### src/rtl/port_pin_pkg.sv
// Package: register map, field positions, reset values and carriers for the port pin block
package port_pin_pkg;

    // ----------------------------------------------------------------
    // Register offsets (byte addresses)
    // ----------------------------------------------------------------
    localparam logic [7:0] OFS_XBAR_CFG2   = 8'h00;
    localparam logic [7:0] OFS_OUT_MODE    = 8'h04;
    localparam logic [7:0] OFS_IN_MODE     = 8'h08;
    localparam logic [7:0] OFS_DATA        = 8'h0c;
    localparam logic [7:0] OFS_DATA_LATCH  = 8'h10;

    // ----------------------------------------------------------------
    // Fields and reset values
    // ----------------------------------------------------------------
    localparam int          BIT_XBAR_EN     = 4;
    localparam int          BIT_EXTMEM_RSV  = 5;
    localparam int          BIT_PULLUP_DIS  = 7;
    localparam int          PIN_WRSTROBE    = 7;
    localparam int          PIN_RDSTROBE    = 6;
    localparam int          PIN_ALE         = 5;
    localparam logic [7:0]  RST_XBAR_CFG2   = 8'h00;
    localparam logic [31:0] RST_OUT_MODE    = 32'h0000_0000;
    localparam logic [23:0] RST_IN_MODE     = 24'hff_ffff;
    localparam logic [31:0] RST_DATA_LATCH  = 32'hffff_ffff;
    localparam logic [1:0]  RESP_OKAY       = 2'h0;
    localparam logic [1:0]  RESP_SLVERR     = 2'h2;

    // ----------------------------------------------------------------
    // Carriers
    // ----------------------------------------------------------------
    typedef struct packed {
        logic        active;     // Off-chip move executing on low ports
        logic        read;       // Access is a read
        logic        muxed;      // Multiplexed address/data mode
        logic [31:0] ctl_mask;   // Pins the interface drives
        logic [31:0] data_mask;  // Data bus pins
        logic [31:0] level;      // Levels it wants on its pins
    } extmem_s;

    typedef struct packed {
        logic [31:0] alloc;      // Pin allocated to a peripheral
        logic [31:0] is_input;   // Allocated function is an input
        logic [31:0] level;      // Peripheral output level
        logic [31:0] bus_pins;   // Serial-bus data and clock pins
        logic [31:0] rx0_pin;    // Pin carrying uart0_receive
        logic [31:0] rx1_pin;    // Pin carrying uart1_receive
        logic        uart0_mode0;
        logic        uart1_mode0;
    } periph_s;

endpackage

### src/rtl/port_pin_mode_control.sv
// Per-pin mode, drive and pull-up control for four 8-bit ports with an AXI4-Lite slave
// Notes on behaviour
// - All low-port drivers stay off until crossbar_enable is set.
// - Push-pull pin drives the latch bit: 0 low, 1 high.
// - Open-drain pin drives low on 0, floats on 1.
// - One output_mode_select bit per pin: 1 push-pull, 0 open-drain.
// - All output_mode_select bits reset to 0, open-drain.
// - Drive type applies to GPIO and peripheral-owned pins alike.
// - Serial-bus pins and mode-0 UART receive pins are forced open-drain.
// - Peripheral input pins have their driver disabled automatically.
// - Pull-ups on after reset; pullup_global_disable turns all off.
// - A pin driving low has its pull-up switched off.
// - Ports 1-3 have input_mode_select: 0 analog, reset 1 digital.
// - Analog pins have no digital input; data bit reads 0.
// - Analog pins have their pull-up disabled regardless of global setting.
// - Crossbar skips analog pins when allocating peripherals.
// - extmem_low_port_reserve keeps strobes, and ALE if muxed, from peripherals.
// - Running external memory access sets its own pin levels.
// - Memory accesses keep drive type; reads disable data bus drivers.
// - Latch writes do not affect peripheral-owned pins.
// - Data reads return pin levels; latch read returns latch contents.
`timescale 1ns/1ps
module port_pin_mode_control #(
    parameter int ADDR_W = 8
) (
    input  wire logic                   aclk,
    input  wire logic                   aresetn,
    input  wire logic [ADDR_W-1:0]      s_axi_awaddr,
    input  wire logic                   s_axi_awvalid,
    output logic                        s_axi_awready,
    input  wire logic [31:0]            s_axi_wdata,
    input  wire logic [3:0]             s_axi_wstrb,
    input  wire logic                   s_axi_wvalid,
    output logic                        s_axi_wready,
    output logic [1:0]                  s_axi_bresp,
    output logic                        s_axi_bvalid,
    input  wire logic                   s_axi_bready,
    input  wire logic [ADDR_W-1:0]      s_axi_araddr,
    input  wire logic                   s_axi_arvalid,
    output logic                        s_axi_arready,
    output logic [31:0]                 s_axi_rdata,
    output logic [1:0]                  s_axi_rresp,
    output logic                        s_axi_rvalid,
    input  wire logic                   s_axi_rready,
    input  wire port_pin_pkg::periph_s  periph,
    input  wire port_pin_pkg::extmem_s  extmem,
    input  wire logic [31:0]            pin_in,
    output logic [31:0]                 pin_out,
    output logic [31:0]                 pin_oe,
    output logic [31:0]                 pullup_en,
    output logic [31:0]                 xbar_skip,
    output logic [31:0]                 xbar_reserved
);

    // ----------------------------------------------------------------
    // Byte-lane merge for register writes
    // ----------------------------------------------------------------
    function automatic logic [31:0] merge(input logic [31:0] old, input logic [31:0] wd,
                                          input logic [3:0] be);
        logic [31:0] r;
        r = old;
        for (int i = 0; i < 4; i++) begin
            if (be[i]) begin
                r[i*8 +: 8] = wd[i*8 +: 8];
            end
        end
        return r;
    endfunction

    // ----------------------------------------------------------------
    // Registers
    // ----------------------------------------------------------------
    logic [7:0]        cfg2_q;
    logic [31:0]       out_mode_q;
    logic [23:0]       in_mode_q;
    logic [31:0]       latch_q;
    logic              aw_got_q;
    logic              w_got_q;
    logic [ADDR_W-1:0] waddr_q;
    logic [31:0]       wdata_q;
    logic [3:0]        wstrb_q;
    logic              bvalid_q;
    logic [1:0]        bresp_q;
    logic              rvalid_q;
    logic [1:0]        rresp_q;
    logic [31:0]       rdata_q;
    logic [31:0]       pin_out_q;
    logic [31:0]       pin_oe_q;
    logic [31:0]       pullup_q;

    // ----------------------------------------------------------------
    // Write path: address and data taken in either order
    // ----------------------------------------------------------------
    wire logic [ADDR_W-1:0] wa       = aw_got_q ? waddr_q : s_axi_awaddr;
    wire logic [31:0]       wd       = w_got_q ? wdata_q : s_axi_wdata;
    wire logic [3:0]        ws       = w_got_q ? wstrb_q : s_axi_wstrb;
    wire logic              aw_fire  = s_axi_awvalid & s_axi_awready;
    wire logic              w_fire   = s_axi_wvalid & s_axi_wready;
    wire logic              do_write = (aw_got_q | aw_fire) & (w_got_q | w_fire);
    wire logic              wr_cfg   = do_write && wa == ADDR_W'(port_pin_pkg::OFS_XBAR_CFG2);
    wire logic              wr_omode = do_write && wa == ADDR_W'(port_pin_pkg::OFS_OUT_MODE);
    wire logic              wr_imode = do_write && wa == ADDR_W'(port_pin_pkg::OFS_IN_MODE);
    wire logic              wr_latch = do_write && (wa == ADDR_W'(port_pin_pkg::OFS_DATA) ||
                                       wa == ADDR_W'(port_pin_pkg::OFS_DATA_LATCH));
    wire logic              wr_hit   = wr_cfg | wr_omode | wr_imode | wr_latch;

    assign s_axi_awready = ~aw_got_q & ~bvalid_q;
    assign s_axi_wready  = ~w_got_q & ~bvalid_q;
    assign s_axi_bvalid  = bvalid_q;
    assign s_axi_bresp   = bresp_q;

    // Holding registers for a half-arrived write
    always_ff @(posedge aclk) begin
        if (!aresetn) begin
            aw_got_q <= 1'b0;
            w_got_q  <= 1'b0;
            waddr_q  <= '0;
            wdata_q  <= '0;
            wstrb_q  <= '0;
        end else begin
            aw_got_q <= ~do_write & (aw_got_q | aw_fire);
            w_got_q  <= ~do_write & (w_got_q | w_fire);
            if (aw_fire) waddr_q <= s_axi_awaddr;
            if (w_fire) begin
                wdata_q <= s_axi_wdata;
                wstrb_q <= s_axi_wstrb;
            end
        end
    end

    // Response follows the cycle in which both halves are present
    always_ff @(posedge aclk) begin
        if (!aresetn) begin
            bvalid_q <= 1'b0;
            bresp_q  <= port_pin_pkg::RESP_OKAY;
        end else if (do_write) begin
            bvalid_q <= 1'b1;
            bresp_q  <= wr_hit ? port_pin_pkg::RESP_OKAY : port_pin_pkg::RESP_SLVERR;
        end else if (s_axi_bready) begin
            bvalid_q <= 1'b0;
        end
    end

    // Configuration registers; latch write is harmless on peripheral pins
    always_ff @(posedge aclk) begin
        if (!aresetn) begin
            cfg2_q     <= port_pin_pkg::RST_XBAR_CFG2;
            out_mode_q <= port_pin_pkg::RST_OUT_MODE;
            in_mode_q  <= port_pin_pkg::RST_IN_MODE;
            latch_q    <= port_pin_pkg::RST_DATA_LATCH;
        end else begin
            if (wr_cfg) cfg2_q <= 8'(merge({24'h0, cfg2_q}, wd, ws));
            if (wr_omode) out_mode_q <= merge(out_mode_q, wd, ws);
            if (wr_imode) in_mode_q <= 24'(merge({8'h0, in_mode_q}, wd, ws));
            if (wr_latch) latch_q <= merge(latch_q, wd, ws);
        end
    end

    // ----------------------------------------------------------------
    // Pin decisions
    // ----------------------------------------------------------------
    wire logic        xbar_en  = cfg2_q[port_pin_pkg::BIT_XBAR_EN];
    wire logic        pud      = cfg2_q[port_pin_pkg::BIT_PULLUP_DIS];
    wire logic        rsv      = cfg2_q[port_pin_pkg::BIT_EXTMEM_RSV];
    // Port 0 has no analog function, so it is always digital
    wire logic [31:0] digital  = {in_mode_q, 8'hff};
    wire logic [31:0] force_od = periph.bus_pins |
                                 (periph.uart0_mode0 ? periph.rx0_pin : 32'h0) |
                                 (periph.uart1_mode0 ? periph.rx1_pin : 32'h0);
    wire logic [31:0] push     = out_mode_q & ~force_od;
    wire logic [31:0] mem_ctl  = extmem.active ? extmem.ctl_mask : 32'h0;
    wire logic [31:0] level    = (mem_ctl & extmem.level) |
                                 (~mem_ctl & periph.alloc & periph.level) |
                                 (~mem_ctl & ~periph.alloc & latch_q);
    wire logic [31:0] rd_off   = (extmem.active & extmem.read) ? extmem.data_mask : 32'h0;
    wire logic [31:0] may_drv  = {32{xbar_en}} &
                                 ~(periph.alloc & periph.is_input) &
                                 ~rd_off;
    // Driver on for push-pull, or open-drain pulling low
    wire logic [31:0] oe_d     = may_drv & (push | ~level);
    // Pull-up gated so an output never fights it
    wire logic [31:0] pu_d     = {32{~pud}} & digital & ~(oe_d & ~level);

    // Pin outputs come straight from flops
    always_ff @(posedge aclk) begin
        if (!aresetn) begin
            pin_out_q <= port_pin_pkg::RST_DATA_LATCH;
            pin_oe_q  <= '0;
            pullup_q  <= '1;
        end else begin
            pin_out_q <= level;
            pin_oe_q  <= oe_d;
            pullup_q  <= pu_d;
        end
    end

    assign pin_out       = pin_out_q;
    assign pin_oe        = pin_oe_q;
    assign pullup_en     = pullup_q;
    assign xbar_skip     = ~digital;
    assign xbar_reserved = {24'h0, rsv, rsv, rsv & extmem.muxed, 5'h0};

    // ----------------------------------------------------------------
    // Read path; analog pins read 0 from the pins
    // ----------------------------------------------------------------
    wire logic [31:0] pin_rd  = pin_in & digital;
    wire logic        ar_fire = s_axi_arvalid & s_axi_arready;
    wire logic [7:0]  ra      = 8'(s_axi_araddr);
    logic [31:0] rd_mux;
    logic        rd_hit;
    always_comb begin
        rd_hit = 1'b1;
        case (ra)
            port_pin_pkg::OFS_XBAR_CFG2:  rd_mux = {24'h0, cfg2_q};
            port_pin_pkg::OFS_OUT_MODE:   rd_mux = out_mode_q;
            port_pin_pkg::OFS_IN_MODE:    rd_mux = {8'h0, in_mode_q};
            port_pin_pkg::OFS_DATA:       rd_mux = pin_rd;
            port_pin_pkg::OFS_DATA_LATCH: rd_mux = latch_q;
            default: begin
                rd_mux = 32'h0;
                rd_hit = 1'b0;
            end
        endcase
        if (s_axi_araddr[ADDR_W-1:0] != ADDR_W'(ra)) begin
            rd_hit = 1'b0;
            rd_mux = 32'h0;
        end
    end

    assign s_axi_arready = ~rvalid_q;
    assign s_axi_rvalid  = rvalid_q;
    assign s_axi_rdata   = rdata_q;
    assign s_axi_rresp   = rresp_q;

    // One read in flight; data held until taken
    always_ff @(posedge aclk) begin
        if (!aresetn) begin
            rvalid_q <= 1'b0;
            rdata_q  <= '0;
            rresp_q  <= port_pin_pkg::RESP_OKAY;
        end else if (ar_fire) begin
            rvalid_q <= 1'b1;
            rdata_q  <= rd_mux;
            rresp_q  <= rd_hit ? port_pin_pkg::RESP_OKAY : port_pin_pkg::RESP_SLVERR;
        end else if (s_axi_rready) begin
            rvalid_q <= 1'b0;
        end
    end
endmodule

### config.mk
export PLATFORM = sky130hd
export DESIGN_NAME = port_pin_mode_control
export DESIGN_NICKNAME = d
export VERILOG_FILES = /design/src/rtl/port_pin_pkg.sv /design/src/rtl/port_pin_mode_control.sv
export SDC_FILE = /design/constraint.sdc
export NUM_CORES = 1
export LEC_CHECK = 0
export ABC_AREA = 1
export BUFFER_PORTS_ARGS = -buffer_cell sky130_fd_sc_hd__clkbuf_2
export CAP_MARGIN = 10
export CORE_AREA = 8 8 218 220
export CTS_BUF_LIST = sky130_fd_sc_hd__clkbuf_8
export DETAILED_ROUTE_END_ITERATION = 16
export DIE_AREA = 0 0 226 228
export HOLD_SLACK_MARGIN = 0.08
export REMOVE_ABC_BUFFERS = 1
export SLEW_MARGIN = 15
export SYNTH_ARGS = -nofsm -noshare
export SYNTH_HDL_FRONTEND = slang
export SYNTH_SLANG_ARGS = --single-unit
### constraint.sdc
create_clock -name aclk -period 3.14 [get_ports aclk]
set_clock_uncertainty 0.2 [all_clocks]
set_input_delay 0.628 -clock aclk [delete_from_list [all_inputs] [get_ports aclk]]
set_output_delay 0.628 -clock aclk [all_outputs]
set_load 0.01 [all_outputs]
-- Word level (Yosys, flattened, before mapping)
Cells that the tools add are included.
- bits in registers: 276
- latch bits: 0
- memory bits (writable): 0
- bits in read-only memories: 0
- input port bits: 384
- output and inout bits: 201
- logic and storage cells: 118
- memories kept: 0
- add/sub/neg operators: 0
- multiply operators: 0
- div/mod/pow operators: 0
- magnitude comparators: 0
- equal/unequal tests: 8
- shift operators: 0
- muxes and demuxes: 15
- bitwise logic cells: 48
- reductions and logical operators: 22
- operators with widths (operator ; count):
    AND 32 bit ; 14
    inverter 32 bit ; 8
    two-way mux 32 bit ; 5
    bitwise OR 32 bit ; 5
    one-hot mux 32 bit (5 select lines) ; 1
    equality test 8 x 4 -> 1 bit, second input constant ; 4
    AND reduction 2 bit ; 12
    equality test 8 x 3 -> 1 bit, second input constant ; 2
    equality test 8 x 5 -> 1 bit, second input constant ; 2
    logical NOT 8 bit ; 2
    AND 1 bit ; 10
    two-way mux 8 bit ; 1
    inverter 1 bit ; 6
    two-way mux 1 bit ; 5
    bitwise OR 1 bit ; 5
    OR reduction 5 bit ; 1
    logical AND 1 bit ; 4
    two-way mux 2 bit ; 2
    two-way mux 4 bit ; 1
    nonzero test 2 bit ; 2
    logical OR 1 bit ; 1

-- Longest topological paths before layout
Gate-level depths: netlist (run 1).
- depth in word-level cells: 12
- gate-level depth with buffers: 12
- depth with buffers taken out: 11

-- Worst setup path after synthesis (run 1)
Ideal clock, no wire load.
- path type: input -> register
- start: input s_axi_wstrb[1]
- end: register in_mode_q[15]
- library setup time: 134 ps
- data arrival time: 1656 ps
- data required time: 2806 ps
- slack: 1150 ps
- stages: 8
- buffers on the path: 1
- path through: inv_1 > o21ai_0 > buf_2 > inv_1 > nor2_8 > inv_2 > nand2_1 > nand3_1
- cells in the longest elaborated chain, start to end: 2
- ends and longest elaborated chain (item ; RTL line ; source):
    start: declaration ; port_pin_mode_control.sv:32 ; input wire logic [3:0] s_axi_wstrb,
    two-way mux 4 bit ; port_pin_mode_control.sv:96 ; wire logic [3:0] ws = w_got_q ? wstrb_q : s_axi_wstrb;
    AND reduction 2 bit (no source line) ; - ;
    end signal: assignment ; port_pin_mode_control.sv:149 ; in_mode_q <= port_pin_pkg::RST_IN_MODE;
    end signal: assignment ; port_pin_mode_control.sv:154 ; if (wr_imode) in_mode_q <= 24'(merge({8'h0, in_mode_q}, wd, ws));
    end: declaration ; port_pin_mode_control.sv:75 ; logic [23:0] in_mode_q;
Every way passes these cells.
A chain may end at the register's enable or synchronous reset.

-- Worst setup path after layout (run 1)
- start: register aw_got_q
- end: register latch_q[26]
- cells in the longest elaborated chain, start to end: 7
- elaborated cells between the ends (all ways): 11
- those cells by class: 2 x eq/ne; 1 x mux; 5 x bitwise; 3 x reduce/logical
- ends and longest elaborated chain (item ; RTL line ; source):
    start: declaration ; port_pin_mode_control.sv:77 ; logic aw_got_q;
    start signal: assignment ; port_pin_mode_control.sv:121 ; aw_got_q <= ~do_write & (aw_got_q | aw_fire);
    inverter 1 bit ; port_pin_mode_control.sv:107 ; assign s_axi_awready = ~aw_got_q & ~bvalid_q;
    AND 1 bit ; port_pin_mode_control.sv:107 ;
    AND 1 bit ; port_pin_mode_control.sv:97 ; wire logic aw_fire = s_axi_awvalid & s_axi_awready;
    bitwise OR 1 bit ; port_pin_mode_control.sv:99 ; wire logic do_write = (aw_got_q | aw_fire) & (w_got_q | w_fire);
    AND 1 bit ; port_pin_mode_control.sv:99 ;
    logical AND 1 bit * ; port_pin_mode_control.sv:103 ; wire logic wr_latch = do_write && (wa == ADDR_W'(port_pin_pkg::OFS_DATA) ||
    AND reduction 2 bit (no source line) * ; - ;
    end signal: assignment ; port_pin_mode_control.sv:150 ; latch_q <= port_pin_pkg::RST_DATA_LATCH;
    end signal: assignment ; port_pin_mode_control.sv:155 ; if (wr_latch) latch_q <= merge(latch_q, wd, ws);
    end: declaration ; port_pin_mode_control.sv:76 ; logic [31:0] latch_q;
Mark *: on every way between the ends. The rest lies on a longest branch, timed or not.

==> impl_results.html, run 1 <==
<table>
<tr><th>Metric</th><th>Value</th></tr>
<tr><th colspan="2">Outcome</th></tr>
<tr><td>Status</td><td>complete, no violations</td></tr>
<tr><th colspan="2">Global routing</th></tr>
<tr><td>Pin count of the biggest net entering global routing</td><td>96</td></tr>
<tr><td>First-pass GRT wire length</td><td>93,800 um</td></tr>
<tr><td>Remaining global-route overflow</td><td>0</td></tr>
<tr><td>Total track usage</td><td>23.9%</td></tr>
<tr><td>Initial antenna violation count</td><td>7</td></tr>
<tr><td>Via count of the first global-routing pass</td><td>14.8k</td></tr>
<tr><th colspan="2">Cells and area</th></tr>
<tr><td>Cell Count, Final, Fillers Out</td><td>3,069</td></tr>
<tr><td>Final standard cell utilization of the core</td><td>40.3%</td></tr>
<tr><td>Area growth from synthesis to layout</td><td>37.8%</td></tr>
<tr><td>Number of nets in the layout</td><td>2,818</td></tr>
<tr><td>Final non-filler cell area</td><td>0.0176 mm2</td></tr>
<tr><td>Fraction of final layout cells sized beyond drive strength 1</td><td>27.8%</td></tr>
<tr><th colspan="2">Pwr</th></tr>
<tr><td>Combinational fraction of design power</td><td>14.4%</td></tr>
<tr><td>Clk pwr share</td><td>42.5%</td></tr>
<tr><td>Maximum VDD drop</td><td>0.258 mV</td></tr>
<tr><td>Switching Power</td><td>2.43 mW</td></tr>
<tr><td>Leakage component of the power</td><td>9.13 nW</td></tr>
<tr><td>Areal power density over the cells</td><td>483 mW/mm2</td></tr>
<tr><td>Switching Share</td><td>28.5%</td></tr>
<tr><td>Internal Power</td><td>6.09 mW</td></tr>
<tr><td>Relative contribution of sequential cells to total power</td><td>43.1%</td></tr>
<tr><th colspan="2">Route</th></tr>
<tr><td>Total Routed Length</td><td>64,600 um</td></tr>
<tr><td>Average detailed-routed wire length per instance</td><td>21.1 um</td></tr>
<tr><td>Vias after detailed routing</td><td>15.0k</td></tr>
<tr><td>Number of remaining DRC errors</td><td>0</td></tr>
<tr><td>Via-per-instance ratio</td><td>4.88</td></tr>
<tr><td>DR iter-0 viols</td><td>1,156</td></tr>
<tr><td>Router iterations before antenna repair</td><td>6</td></tr>
<tr><td>Antenna-violating nets left</td><td>0</td></tr>
<tr><th colspan="2">Setup path</th></tr>
<tr><td>CP top delay family</td><td>simple AND/OR/NAND/NOR gates</td></tr>
<tr><td>Worst r2r src</td><td>aw_got_q</td></tr>
<tr><td>Worst path buffer plus inverter count</td><td>0</td></tr>
<tr><td>Delay of the slowest cell on the worst path</td><td>0.45 ns</td></tr>
<tr><td>Critical Path Stages</td><td>9</td></tr>
<tr><td>Crit end category</td><td>flop</td></tr>
<tr><td>Endpoint required time on the critical path</td><td>3.46 ns</td></tr>
<tr><td>Critical path startpoint category</td><td>flop</td></tr>
<tr><td>Biggest fanout along the worst timing path</td><td>33</td></tr>
<tr><td>CP endpoint</td><td>latch_q[26]</td></tr>
<tr><td>Worst setup path class</td><td>flop to flop</td></tr>
<tr><td>R2R cell count</td><td>9</td></tr>
<tr><td>Timing startpoint of the critical path</td><td>aw_got_q</td></tr>
<tr><td>Critical Path, Cell by Cell</td><td>nor2_2 -&gt; nand2_1 -&gt; nand2_2 -&gt; nand2_4 -&gt; nor2_4 -&gt; nand2_1 -&gt; nand2_4 -&gt; nand3_1 -&gt; nand3_1</td></tr>
<tr><td>FF-to-FF setup slack</td><td>0.56 ns</td></tr>
<tr><td>WP data arrival</td><td>2.90 ns</td></tr>
<tr><td>Slowest cell on crit path</td><td>dfxtp_1</td></tr>
<tr><td>Reg-to-Reg End</td><td>latch_q[26]</td></tr>
<tr><th colspan="2">Floorplanning</th></tr>
<tr><td>Total I/O pin count</td><td>585</td></tr>
<tr><td>Core area</td><td>0.0438 mm2</td></tr>
<tr><td>Height of the die</td><td>228 um</td></tr>
<tr><td>Area of the die</td><td>0.0515 mm2</td></tr>
<tr><td>Core Rows</td><td>77</td></tr>
<tr><td>Initial standard-cell utilization of the core</td><td>29.2%</td></tr>
<tr><td>Die X</td><td>226 um</td></tr>
<tr><th colspan="2">Clock tree</th></tr>
<tr><td>TritonCTS Sinks</td><td>274</td></tr>
<tr><td>Number of H-tree levels</td><td>2</td></tr>
<tr><td>Total CTS buffers</td><td>52</td></tr>
<tr><td>Clock-pin slew reported for the worst setup and hold paths after clock tree synthesis</td><td>0.06 ns</td></tr>
<tr><td>Later-pin clock latency in the skew report</td><td>0.61 ns</td></tr>
<tr><td>Clock tree from TritonCTS</td><td>built</td></tr>
<tr><td>Number of buffers inserted to repair setup after CTS</td><td>0</td></tr>
<tr><td>Clock root buffer</td><td>clkbuf_8</td></tr>
<tr><td>Buffer levels on the longest clock path</td><td>3</td></tr>
<tr><td>Count of cells resized by post-cts repair</td><td>0</td></tr>
<tr><th colspan="2">STA</th></tr>
<tr><td>Highest achievable clock rate</td><td>387 MHz</td></tr>
<tr><td>Hold Fails Final Rpt</td><td>0</td></tr>
<tr><td>Final critical-path share of the clock period</td><td>82.2%</td></tr>
<tr><td>Actual slew at the worst max-slew pin</td><td>1.08 ns</td></tr>
<tr><td>Count of pins over their slew limit</td><td>0</td></tr>
<tr><td>Headroom to the max-slew limit</td><td>28.0%</td></tr>
<tr><td>Final min period</td><td>2.58 ns</td></tr>
<tr><td>RSZ-0062 raised after global routing</td><td>no</td></tr>
<tr><td>Final setup violation count</td><td>0</td></tr>
<tr><th colspan="2">Run</th></tr>
<tr><td>Number of violations of the max-capacitance limit</td><td>0</td></tr>
<tr><th colspan="2">Yosys</th></tr>
<tr><td>Synth Instances</td><td>1,842</td></tr>
<tr><td>Leading register cell type out of synthesis</td><td>dfxtp_1</td></tr>
<tr><td>Number of flops mapped to enable cells by yosys</td><td>0</td></tr>
<tr><td>Number of different library cells in the post-synthesis netlist</td><td>32</td></tr>
<tr><td>Cell area after technology mapping</td><td>0.0128 mm2</td></tr>
<tr><td>Number of synthesized register bits</td><td>274</td></tr>
<tr><td>Post-synthesis sequential area ratio</td><td>42.8%</td></tr>
<tr><td>Yosys warning count</td><td>0</td></tr>
<tr><td>Average instance area after synthesis</td><td>6.95 um2</td></tr>
<tr><td>Fraction of registers with async set or reset after synthesis</td><td>0%</td></tr>
<tr><th colspan="2">Placement</th></tr>
<tr><td>Total placed cells including tap cells</td><td>2,914</td></tr>
<tr><td>Buffers on Ports</td><td>545</td></tr>
<tr><td>Post-detail-place hpwl</td><td>50,800 um</td></tr>
<tr><td>Placer Congestion</td><td>0.975</td></tr>
<tr><td>Post-Place Cell Area</td><td>0.0160 mm2</td></tr>
<tr><th colspan="2">Worst hold path</th></tr>
<tr><td>Worst hold path type</td><td>primary input to flop</td></tr>
<tr><td>Start point of the worst hold path</td><td>extmem[22]</td></tr>
</table>
sequential cells by signal (all words and copies together) (netlist names), 4 cells and up:
signal / cells
cfg2_q: 8
in_mode_q: 24
latch_q: 32
out_mode_q: 32
pin_oe: 32
pin_out: 32
pullup_en: 32
s_axi_rdata: 32
waddr_q: 8
wdata_q: 32
wstrb_q: 4
Yosys cell counts, types with 26 or more instances:
cell type  count  share of area (%)
a21oi_1      112                4.4
a221oi_1      26                1.8
a31oi_1       40                2.0
buf_4         43                2.5
clkbuf_1      70                2.1
dfxtp_1      274                 43
inv_1        164                4.8
nand2_1      520                 15
nand3_1      147                5.7
nor2_1       153                4.5
o211ai_1      42                2.5
o21ai_0      150                5.9
how the worst min path moves through the flow:
| stage | end | slack [ns] | cells past startpoint |
|---|---|---|---|
| 2_1_floorplan | waddr_q[0] | 0.23 | 2 |
| 3_3_place_gp | latch_q[2] | 0.24 | 2 |
| 3_5_place_dp | latch_q[6] | 0.24 | 2 |
| 4_1_cts | pin_oe[21] | 0.08 | 4 |
| 5_1_grt | waddr_q[0] | 0.12 | 3 |
| 6_report | pin_out[22] | 0.13 | 3 |
timing repair:
item / 4_1_cts / 5_1_grt
endpoints found under the setup margin: 0 / 0
hold buffers: 58 / 0
endpoints found under the hold margin: 56 / 0
area by class of cell:
class / instances / area [um2]
multi-input cells: 1301 / 6090
clock inverters: 20 / 110
fillers: 4711 / 26200
clock buffers: 69 / 950
well taps: 592 / 741
flip-flops and latches: 274 / 5490
repair buffers: 633 / 3600
diodes: 8 / 20.0
inverters: 172 / 646
per-layer routing:
metal	wire length [um]	GRT usage, %	vias to the layer above
met5	20	0	-
met4	2520	10.4	4
met3	6090	6.66	122
met2	29800	39.0	693
met1	26200	29.2	6967
li1	-	-	7201
kinds of logic after synthesis:
logic type | Yosys count | share of synthesized area [%]
AND/OR/NAND/NOR | 860 | 28.4
AO/OA/AOI/OAI | 402 | 18.1
buffers and inverters | 305 | 10.7
flip-flops | 274 | 42.8
other | 1 | 0.0293
power by group through the flow:
| stage | Combinational [mW] | Clock [mW] | Sequential [mW] |
|---|---|---|---|
| detailed placement | 1.15 | 0 | 3.75 |
| CTS | 1.22 | 3.72 | 3.67 |
| floorplan | 0.470 | 0 | 3.77 |
| global placement | 1.14 | 0 | 3.74 |
| global route | 1.35 | 3.87 | 3.68 |
| finish | 1.22 | 3.62 | 3.67 |
through the flow:
stage	setup WS, ns	power (mW)	setup TNS (ns)	hold slack (ns)
after floorplan	-0.142	4.24	-4.98	0.228
after global placement	0.428	4.88	0	0.238
after detailed placement	0.394	4.90	0	0.242
after CTS	0.595	8.61	0	0.0815
after global routing	0.312	8.90	0	0.121
final	0.558	8.52	0	0.135
cell usage in the layout (no fill, tap or decap), types with 10 or more instances in the layout:
master         Yosys  final
a31oi_1           40     40
nand2_1          520    520
nand3_1          147    147
conb_1             1     39
clkbuf_8           0     70
inv_1            164    177
dfxtp_1          274    273
dlygate4sd3_1      0     58
o211ai_1          42     42
nor2_1           153    153
a21oi_1          112    112
o21ai_0          150    148
clkbuf_2           0    544
a221oi_1          26     26
o22ai_1           16     16
nand4_1           16     16
o21ai_1            8     10
buf_4             43     25
worst min-delay path: cells and delay by family:
family                 cells  cell delay, ns
AO/OA/AOI/OAI              1            0.14
buffers and inverters      1            0.07
AND/OR/NAND/NOR            1            0.08
No activity file was read; power rests on OpenSTA's default activity.
==> run 2, diff against run 1 <==
Settings changed: ABC_AREA 1 to 0, CORE_AREA 8 8 218 220 to 8 8 224 226, DIE_AREA 0 0 226 228 to 0 0 232 234.
Clock period 3.14 ns to 2.5 ns, I/O delays scaled along.
==> run 2 against run 1 <==
Maximum frequency up 3.4%. Synthesized cell count shrank 16%. Via count rose by 3.4%. Worst hold slack worse by 0.011 ns. Sequential share of layout area decreased by 5.0 points. Die area up 5.4%. Critical path depth down 3.
==> impl_results.html, run 2 <==
<table>
<tr><th>Metric</th><th>Value</th></tr>
<tr><th colspan="2">Outcome</th></tr>
<tr><td>Status</td><td>complete, no violations (unchanged)</td></tr>
<tr><th colspan="2">Global routing</th></tr>
<tr><td>First-pass GRT wire length</td><td>99,300 um (was 93,800 um)</td></tr>
<tr><td>Via count of the first global-routing pass</td><td>16.2k (was 14.8k)</td></tr>
<tr><td>Pin count of the biggest net entering global routing</td><td>138 (was 96)</td></tr>
<tr><td>Total track usage</td><td>23.9% (about the same)</td></tr>
<tr><td>Remaining global-route overflow</td><td>0 (unchanged)</td></tr>
<tr><td>Initial antenna violation count</td><td>13 (was 7)</td></tr>
<tr><th colspan="2">Setup path</th></tr>
<tr><td>Endpoint required time on the critical path</td><td>2.84 ns (was 3.46 ns)</td></tr>
<tr><td>Reg-to-Reg End</td><td>pin_oe[5] (was latch_q[26])</td></tr>
<tr><td>FF-to-FF setup slack</td><td>0.003 ns (was 0.56 ns)</td></tr>
<tr><td>R2R cell count</td><td>6 (was 9)</td></tr>
<tr><td>Critical path startpoint category</td><td>flop (unchanged)</td></tr>
<tr><td>Delay of the slowest cell on the worst path</td><td>0.62 ns (was 0.45 ns)</td></tr>
<tr><td>Crit end category</td><td>flop (unchanged)</td></tr>
<tr><td>CP top delay family</td><td>buffers and inverters (was simple AND/OR/NAND/NOR gates)</td></tr>
<tr><td>Critical Path, Cell by Cell</td><td>mux2i_1 -&gt; a21oi_1 -&gt; a31oi_1 -&gt; dlygate4sd3_1 -&gt; o21a_1 -&gt; dlygate4sd3_1 (was nor2_2 -&gt; nand2_1 -&gt; nand2_2 -&gt; nand2_4 -&gt; nor2_4 -&gt; nand2_1 -&gt; nand2_4 -&gt; nand3_1 -&gt; nand3_1)</td></tr>
<tr><td>Worst path buffer plus inverter count</td><td>2 (was 0)</td></tr>
<tr><td>Worst r2r src</td><td>latch_q[5] (was aw_got_q)</td></tr>
<tr><td>Worst setup path class</td><td>flop to flop (unchanged)</td></tr>
<tr><td>Cell with the most instances on the worst path</td><td>dlygate4sd3_1</td></tr>
<tr><td>WP data arrival</td><td>2.83 ns (was 2.90 ns)</td></tr>
<tr><td>Slowest cell on crit path</td><td>dlygate4sd3_1 (was dfxtp_1)</td></tr>
<tr><td>Biggest fanout along the worst timing path</td><td>3 (was 33)</td></tr>
<tr><th colspan="2">Yosys</th></tr>
<tr><td>Dominant cells by area after synthesis</td><td>dfxtp_1 (41%), mux2_2 (6.7%), nand2_1 (6.5%), mux2i_1 (5.8%), nand3_1 (2.7%) (was dfxtp_1 (43%), nand2_1 (15%), o21ai_0 (5.9%), nand3_1 (5.7%), inv_1 (4.8%))</td></tr>
<tr><td>Average instance area after synthesis</td><td>8.76 um2 (was 6.95 um2)</td></tr>
<tr><td>Largest family of logic cells by synthesized area</td><td>compound AO/OA/AOI/OAI gates (was simple AND/OR/NAND/NOR gates)</td></tr>
<tr><td>Share of synthesized cell area in full adder, half adder and majority cells</td><td>0% (unchanged)</td></tr>
<tr><td>Leading register cell type out of synthesis</td><td>dfxtp_1 (unchanged)</td></tr>
<tr><td>Synth area leader</td><td>dfxtp_1 (unchanged)</td></tr>
<tr><td>Synth Instances</td><td>1,545 (was 1,842)</td></tr>
<tr><td>XOR/XNOR Fraction of Synth Area</td><td>0% (unchanged)</td></tr>
<tr><td>Dominant cell by count in the synthesized netlist</td><td>dfxtp_1 (was nand2_1)</td></tr>
<tr><td>Simple-gate portion of the synthesized area</td><td>18.8% (was 28.4%)</td></tr>
<tr><td>Post-synthesis mux area share</td><td>14.0% (was 0%)</td></tr>
<tr><td>Post-synthesis sequential area ratio</td><td>40.5% (was 42.8%)</td></tr>
<tr><td>Share of Yosys cell area claimed by the top area cell type</td><td>40.5% (was 42.8%)</td></tr>
<tr><td>Number of synthesized register bits</td><td>274 (unchanged)</td></tr>
<tr><td>Number of different library cells in the post-synthesis netlist</td><td>56 (was 32)</td></tr>
<tr><td>Share of the synthesized area in compound gates (AO/OA/AOI/OAI)</td><td>19.8% (was 18.1%)</td></tr>
<tr><td>Number of flops mapped to enable cells by yosys</td><td>0 (unchanged)</td></tr>
<tr><td>Cell area after technology mapping</td><td>0.0135 mm2 (was 0.0128 mm2)</td></tr>
<tr><td>Synth top cells by count</td><td>dfxtp_1 (274), nand2_1 (233), clkbuf_1 (90) (was nand2_1 (520), dfxtp_1 (274), inv_1 (164))</td></tr>
<tr><td>Yosys warning count</td><td>0 (unchanged)</td></tr>
<tr><td>Fraction of registers with async set or reset after synthesis</td><td>0% (unchanged)</td></tr>
<tr><th colspan="2">Floorplanning</th></tr>
<tr><td>Core Rows</td><td>80 (was 77)</td></tr>
<tr><td>Height of the die</td><td>234 um (was 228 um)</td></tr>
<tr><td>Core area</td><td>0.0468 mm2 (was 0.0438 mm2)</td></tr>
<tr><td>Die X</td><td>232 um (was 226 um)</td></tr>
<tr><td>Total I/O pin count</td><td>585 (unchanged)</td></tr>
<tr><td>Area of the die</td><td>0.0543 mm2 (was 0.0515 mm2)</td></tr>
<tr><td>Initial standard-cell utilization of the core</td><td>28.9% (was 29.2%)</td></tr>
<tr><th colspan="2">STA</th></tr>
<tr><td>Worst setup margin</td><td>0.00324 ns (was 0.558 ns)</td></tr>
<tr><td>Headroom to the max-slew limit</td><td>32.9% (was 28.0%)</td></tr>
<tr><td>Final setup violation count</td><td>0 (unchanged)</td></tr>
<tr><td>Final min period</td><td>2.50 ns (was 2.58 ns)</td></tr>
<tr><td>Final critical-path share of the clock period</td><td>99.9% (was 82.2%)</td></tr>
<tr><td>Actual slew at the worst max-slew pin</td><td>1.01 ns (was 1.08 ns)</td></tr>
<tr><td>Smallest hold slack</td><td>0.123 ns (was 0.135 ns)</td></tr>
<tr><td>Count of pins over their slew limit</td><td>0 (unchanged)</td></tr>
<tr><td>Highest achievable clock rate</td><td>401 MHz (was 387 MHz)</td></tr>
<tr><td>Hold Fails Final Rpt</td><td>0 (unchanged)</td></tr>
<tr><th colspan="2">Worst hold path</th></tr>
<tr><td>Min-Delay Endpoint</td><td>pullup_en[23] (was pin_out[22])</td></tr>
<tr><td>Worst hold path type</td><td>primary input to flop (unchanged)</td></tr>
<tr><td>Start point of the worst hold path</td><td>periph[185] (was extmem[22])</td></tr>
<tr><td>Hold-critical path depth</td><td>5 (was 3)</td></tr>
<tr><th colspan="2">Route</th></tr>
<tr><td>Router iterations before antenna repair</td><td>5 (was 6)</td></tr>
<tr><td>DR iter-0 viols</td><td>862 (was 1,156)</td></tr>
<tr><td>Antenna-violating nets left</td><td>0 (unchanged)</td></tr>
<tr><td>Total Routed Length</td><td>68,000 um (was 64,600 um)</td></tr>
<tr><td>Vias after detailed routing</td><td>15.5k (was 15.0k)</td></tr>
<tr><td>Average detailed-routed wire length per instance</td><td>22.5 um (was 21.1 um)</td></tr>
<tr><td>Via-per-instance ratio</td><td>5.14 (was 4.88)</td></tr>
<tr><td>Number of remaining DRC errors</td><td>0 (unchanged)</td></tr>
<tr><th colspan="2">Placement</th></tr>
<tr><td>Placer Congestion</td><td>0.889 (was 0.975)</td></tr>
<tr><td>Minimum setup slack after placement</td><td>0.0128 ns (was 0.394 ns)</td></tr>
<tr><td>Post-detail-place hpwl</td><td>48,300 um (was 50,800 um)</td></tr>
<tr><td>Post-Place Cell Area</td><td>0.0172 mm2 (was 0.0160 mm2)</td></tr>
<tr><td>Buffers on Ports</td><td>545 (unchanged)</td></tr>
<tr><th colspan="2">Cells and area</th></tr>
<tr><td>Area growth from synthesis to layout</td><td>55.5% (was 37.8%)</td></tr>
<tr><td>Final non-filler cell area</td><td>0.0211 mm2 (was 0.0176 mm2)</td></tr>
<tr><td>Number of nets in the layout</td><td>2,738 (was 2,818)</td></tr>
<tr><td>Fraction of final layout cells sized beyond drive strength 1</td><td>34.9% (was 27.8%)</td></tr>
<tr><td>Most common cell after layout, fill and taps aside</td><td>clkbuf_2 (unchanged)</td></tr>
<tr><td>Final standard cell utilization of the core</td><td>45.0% (was 40.3%)</td></tr>
<tr><td>Most used cells in the layout excluding fill and tap cells</td><td>clkbuf_2 (543), dfxtp_1 (271), dlygate4sd3_1 (263), nand2_1 (232), mux2_2 (80) (was clkbuf_2 (544), nand2_1 (520), dfxtp_1 (273), inv_1 (177), nor2_1 (153))</td></tr>
<tr><th colspan="2">Clock tree</th></tr>
<tr><td>Buffer levels on the longest clock path</td><td>3 (unchanged)</td></tr>
<tr><td>TritonCTS Sinks</td><td>274 (unchanged)</td></tr>
<tr><td>Clock root buffer</td><td>clkbuf_8 (unchanged)</td></tr>
<tr><td>Clock-pin slew reported for the worst setup and hold paths after clock tree synthesis</td><td>0.06 ns (about the same)</td></tr>
<tr><td>Total CTS buffers</td><td>52 (unchanged)</td></tr>
<tr><td>Clock tree from TritonCTS</td><td>built (unchanged)</td></tr>
<tr><td>Number of buffers inserted to repair setup after CTS</td><td>0 (unchanged)</td></tr>
<tr><td>Number of H-tree levels</td><td>2 (unchanged)</td></tr>
<tr><td>Later-pin clock latency in the skew report</td><td>0.66 ns (was 0.61 ns)</td></tr>
<tr><th colspan="2">Pwr</th></tr>
<tr><td>Areal power density over the cells</td><td>550 mW/mm2 (was 483 mW/mm2)</td></tr>
<tr><td>Clk pwr share</td><td>43.6% (was 42.5%)</td></tr>
<tr><td>Relative contribution of sequential cells to total power</td><td>39.3% (was 43.1%)</td></tr>
<tr><td>Switching Power</td><td>3.24 mW (was 2.43 mW)</td></tr>
<tr><td>Switching Share</td><td>28.0% (was 28.5%)</td></tr>
<tr><td>Combinational fraction of design power</td><td>17.1% (was 14.4%)</td></tr>
<tr><td>Internal Power</td><td>8.33 mW (was 6.09 mW)</td></tr>
<tr><td>Leakage component of the power</td><td>9.16 nW (was 9.13 nW)</td></tr>
<tr><td>Maximum VDD drop</td><td>0.364 mV (was 0.258 mV)</td></tr>
<tr><th colspan="2">Run</th></tr>
<tr><td>Number of violations of the max-capacitance limit</td><td>0 (unchanged)</td></tr>
</table>
run 2: final cells by class:
class                   count  area (um2)
inverters                  45         174
clock buffers              64         881
well taps                 615         769
fillers                  4489       25800
flip-flops and latches    274        5490
repair buffers            872        6090
diodes                      8        20.0
clock inverters            29         303
multi-input cells        1109        7330
run 2: what timing repair did:
item	4_1_cts	5_1_grt
hold buffers	263	0
setup endpoints to repair	0	28
resized for setup	0	15
endpoints found under the hold margin	183	0
run 2: cells by family after synthesis:
kind of cell	count (synthesis)
simple gates	511
buf+inv	200
other cells	1
mux	169
compound gates	390
flops	274
run 2: worst max-delay path by stage:
stage / start / to / slack, ns / depth (start not counted)
after detailed placement: s_axi_araddr[1] / s_axi_rdata[28] / 0.01 / 5
after global placement: s_axi_araddr[1] / s_axi_rdata[25] / 0.07 / 5
final: latch_q[5] / pin_oe[5] / 0.003 / 6
after CTS: periph[0] / pin_oe[3] / 0.03 / 7
after global routing: latch_q[5] / pin_oe[5] / -0.02 / 6
after floorplan: aresetn / s_axi_rdata[0] / -1.11 / 4
run 2: worst reg2reg max path: stages (launching register included):
cell and delay (ns):
dfxtp_1 0.41, mux2i_1 0.11, a21oi_1 0.21, a31oi_1 0.08
dlygate4sd3_1 0.62, o21a_1 0.20, dlygate4sd3_1 0.56
run 2: metal layers:
metal	track usage [%]	vias up	share of wire [%]
li1	-	7144	-
met1	28.4	7451	40
met2	40.1	725	47
met3	6.68	174	8.5
met4	9.94	6	4.2
met5	0	-	0.060
run 2: stage by stage:
step	total power, mW	cells	TNS [ns]
global route	12.1	3011	-0.0195
floorplan	5.37	1428	-103.63
finish	11.6	3016	0
CTS	11.7	3008	0
detailed placement	6.31	2652	0
global placement	6.27	2652	0
run 2: power groups by stage:
stage	clock network, mW	registers (mW)	logic [mW]
4_1_cts	5.19	4.55	1.94
3_3_place_gp	0	4.64	1.63
5_1_grt	5.39	4.56	2.11
6_report	5.05	4.55	1.98
3_5_place_dp	0	4.64	1.66
2_1_floorplan	0	4.68	0.687
==> run 3, diff against run 2 <==
Settings changed: CORE_AREA 8 8 224 226 to default, CORE_MARGIN from default to 8, CORE_UTILIZATION from default to 30, DIE_AREA 0 0 232 234 to default, SETUP_SLACK_MARGIN from default to 0.3.
==> run 3 against run 2 <==
Clock power is 11% lower. Worst hold slack got worse by 0.040 ns. Cell count barely moved. Largest power group is now sequential cells. Non-clock buffer count increased by 22.
==> impl_results.html, run 3 (synthesis results as in run 2) <==
<table>
<tr><th>Metric</th><th>Value</th></tr>
<tr><th colspan="2">Outcome</th></tr>
<tr><td>Status</td><td>complete, no violations (unchanged)</td></tr>
<tr><th colspan="2">Pwr</th></tr>
<tr><td>Leakage component of the power</td><td>9.23 nW (was 9.16 nW)</td></tr>
<tr><td>Maximum VDD drop</td><td>0.413 mV (was 0.364 mV)</td></tr>
<tr><td>Power after layout</td><td>11.2 mW (was 11.6 mW)</td></tr>
<tr><td>Areal power density over the cells</td><td>525 mW/mm2 (was 550 mW/mm2)</td></tr>
<tr><th colspan="2">Run</th></tr>
<tr><td>Number of violations of the max-capacitance limit</td><td>0 (unchanged)</td></tr>
<tr><th colspan="2">Setup path</th></tr>
<tr><td>Endpoint required time on the critical path</td><td>2.86 ns (was 2.84 ns)</td></tr>
<tr><td>Critical path startpoint category</td><td>primary input (was flop)</td></tr>
<tr><td>Crit end category</td><td>flop (unchanged)</td></tr>
<tr><td>Worst setup path class</td><td>primary input to flop (was flop to flop)</td></tr>
<tr><td>Biggest fanout along the worst timing path</td><td>1 (was 3)</td></tr>
<tr><td>WP data arrival</td><td>2.65 ns (was 2.83 ns)</td></tr>
<tr><th colspan="2">Global routing</th></tr>
<tr><td>Initial antenna violation count</td><td>9 (was 13)</td></tr>
<tr><td>Total track usage</td><td>25.4% (was 23.9%)</td></tr>
<tr><td>First-pass GRT wire length</td><td>103,000 um (was 99,300 um)</td></tr>
<tr><td>Pin count of the biggest net entering global routing</td><td>107 (was 138)</td></tr>
<tr><td>Remaining global-route overflow</td><td>0 (unchanged)</td></tr>
<tr><td>Via count of the first global-routing pass</td><td>16.4k (was 16.2k)</td></tr>
<tr><th colspan="2">Route</th></tr>
<tr><td>Average detailed-routed wire length per instance</td><td>23.4 um (was 22.5 um)</td></tr>
<tr><td>DR iter-0 viols</td><td>1,032 (was 862)</td></tr>
<tr><td>Detailed-routing wirelength on met1</td><td>28,600 um (was 27,200 um)</td></tr>
<tr><td>Via-per-instance ratio</td><td>5.22 (was 5.14)</td></tr>
<tr><td>Top routing layer used</td><td>met5 (unchanged)</td></tr>
<tr><td>Vias after detailed routing</td><td>15.7k (was 15.5k)</td></tr>
<tr><td>Met2 wire length</td><td>33,700 um (was 32,100 um)</td></tr>
<tr><td>Antenna-violating nets left</td><td>0 (unchanged)</td></tr>
<tr><td>Met3 layer wire length in the routed design</td><td>5690 um (was 5750 um)</td></tr>
<tr><td>Number of remaining DRC errors</td><td>0 (unchanged)</td></tr>
<tr><td>Total Routed Length</td><td>70,500 um (was 68,000 um)</td></tr>
<tr><td>Router iterations before antenna repair</td><td>6 (was 5)</td></tr>
<tr><th colspan="2">Clock tree</th></tr>
<tr><td>Number of H-tree levels</td><td>2 (unchanged)</td></tr>
<tr><td>Later-pin clock latency in the skew report</td><td>0.63 ns (was 0.66 ns)</td></tr>
<tr><td>Clock-pin slew reported for the worst setup and hold paths after clock tree synthesis</td><td>0.06 ns (about the same)</td></tr>
<tr><td>Clock tree from TritonCTS</td><td>built (unchanged)</td></tr>
<tr><td>Buffer levels on the longest clock path</td><td>3 (unchanged)</td></tr>
<tr><td>Clock root buffer</td><td>clkbuf_8 (unchanged)</td></tr>
<tr><td>TritonCTS Sinks</td><td>274 (unchanged)</td></tr>
<tr><td>Total CTS buffers</td><td>51 (was 52)</td></tr>
<tr><th colspan="2">Floorplanning</th></tr>
<tr><td>Total I/O pin count</td><td>585 (unchanged)</td></tr>
<tr><td>Core area</td><td>0.0450 mm2 (was 0.0468 mm2)</td></tr>
<tr><td>Area of the die</td><td>0.0522 mm2 (was 0.0543 mm2)</td></tr>
<tr><td>Initial standard-cell utilization of the core</td><td>30.1% (was 28.9%)</td></tr>
<tr><td>Height of the die</td><td>228 um (was 234 um)</td></tr>
<tr><td>Core Rows</td><td>78 (was 80)</td></tr>
<tr><td>Die X</td><td>228 um (was 232 um)</td></tr>
<tr><th colspan="2">STA</th></tr>
<tr><td>RSZ-0062 raised after global routing</td><td>yes</td></tr>
<tr><td>Setup TNS</td><td>0 ns (unchanged)</td></tr>
<tr><td>Smallest hold slack</td><td>0.0839 ns (was 0.123 ns)</td></tr>
<tr><td>Final critical-path share of the clock period</td><td>91.3% (was 99.9%)</td></tr>
<tr><td>Count of pins over their slew limit</td><td>0 (unchanged)</td></tr>
<tr><td>Final setup violation count</td><td>0 (unchanged)</td></tr>
<tr><td>Final min period</td><td>2.28 ns (was 2.50 ns)</td></tr>
<tr><td>Highest achievable clock rate</td><td>438 MHz (was 401 MHz)</td></tr>
<tr><td>Headroom to the max-slew limit</td><td>35.3% (was 32.9%)</td></tr>
<tr><td>Actual slew at the worst max-slew pin</td><td>0.966 ns (was 1.01 ns)</td></tr>
<tr><td>Hold Fails Final Rpt</td><td>0 (unchanged)</td></tr>
<tr><th colspan="2">Cells and area</th></tr>
<tr><td>Number of nets in the layout</td><td>2,759 (was 2,738)</td></tr>
<tr><td>Most common cell after layout, fill and taps aside</td><td>clkbuf_2 (unchanged)</td></tr>
<tr><td>Cell Count, Final, Fillers Out</td><td>3,014 (was 3,016)</td></tr>
<tr><td>Area growth from synthesis to layout</td><td>57.3% (was 55.5%)</td></tr>
<tr><td>Most used cells in the layout excluding fill and tap cells</td><td>clkbuf_2 (541), dfxtp_1 (269), dlygate4sd3_1 (257), nand2_1 (232), mux2_2 (75) (was clkbuf_2 (543), dfxtp_1 (271), dlygate4sd3_1 (263), nand2_1 (232), mux2_2 (80))</td></tr>
<tr><td>Fraction of final layout cells sized beyond drive strength 1</td><td>36.9% (was 34.9%)</td></tr>
<tr><th colspan="2">Placement</th></tr>
<tr><td>Buffers on Ports</td><td>545 (unchanged)</td></tr>
<tr><td>Post-detail-place hpwl</td><td>51,800 um (was 48,300 um)</td></tr>
<tr><td>Placer Congestion</td><td>0.916 (was 0.889)</td></tr>
<tr><td>Total placed cells including tap cells</td><td>2,646 (was 2,652)</td></tr>
<tr><th colspan="2">Worst hold path</th></tr>
<tr><td>Worst hold path type</td><td>primary input to flop (unchanged)</td></tr>
</table>
[run 3: changes by cell type in the layout (fill, tap and decap cells not counted), sizes merged]
cell and change:
dlymetal6s4s +3, buf +26, diode -1, dlygate4sd3 -6, inv -6, bufinv -4, clkbuf -1, clkinvlp +2
[run 3: worst max-delay path: stages]
cell and delay [ns]:
dlygate4sd3_1 0.53, clkbuf_2 0.10, nand3b_1 0.14, dlygate4sd3_1 0.58
a211oi_1 0.22, dlygate4sd3_1 0.57
[run 3: worst paths after layout]
check / start / endpoint / slack, ns / cells past startpoint
max: periph[93] / pin_oe[27] / 0.22 / 6
min: periph[19] / pin_oe[17] / 0.08 / 4
max reg2reg: aw_got_q / out_mode_q[18] / 0.31 / 7
min reg2reg: wdata_q[2] / wdata_q[2] / 0.25 / 2
[run 3: power by group]
part | switching [mW] | internal (mW)
clock network | 2.02 | 2.48
logic | 1.11 | 0.999
registers | 0.0699 | 4.48
[run 3: cell type report]
class,instances,area (um2)
Antenna cell,7,17.5
Clock buffer,64,881
Clock inverter,21,149
Fill cell,4316,23700
Inverter,45,174
Multi-Input combinational cell,1109,7550
Sequential cell,274,5500
Tap cell,600,751
Timing Repair Buffer,894,6280
[run 3: through the flow]
step / utilization (%) / instance area (um2) / setup WS [ns]
2_1_floorplan: - / 12900 / -1.11
3_3_place_gp: 38.2 / 17200 / 0.0392
3_5_place_dp: 38.2 / 17200 / 0.0193
4_1_cts: 46.5 / 20900 / 0.302
5_1_grt: 47.3 / 21300 / 0.167
6_report: 47.3 / 21300 / 0.218
[run 3: repair_timing]
action,CTS,global route
hold buffers,263,1
pin swaps,1,15
endpoints found under the hold margin,152,1
resized for setup,13,73
endpoints found under the setup margin,99,94
cloned,0,1
setup buffers,1,14
[run 3: routing by layer]
layer	up-vias	track usage, %
met5	-	0
met2	817	43.2
met3	166	7.01
li1	7160	-
met1	7574	30.3
met4	12	9.44
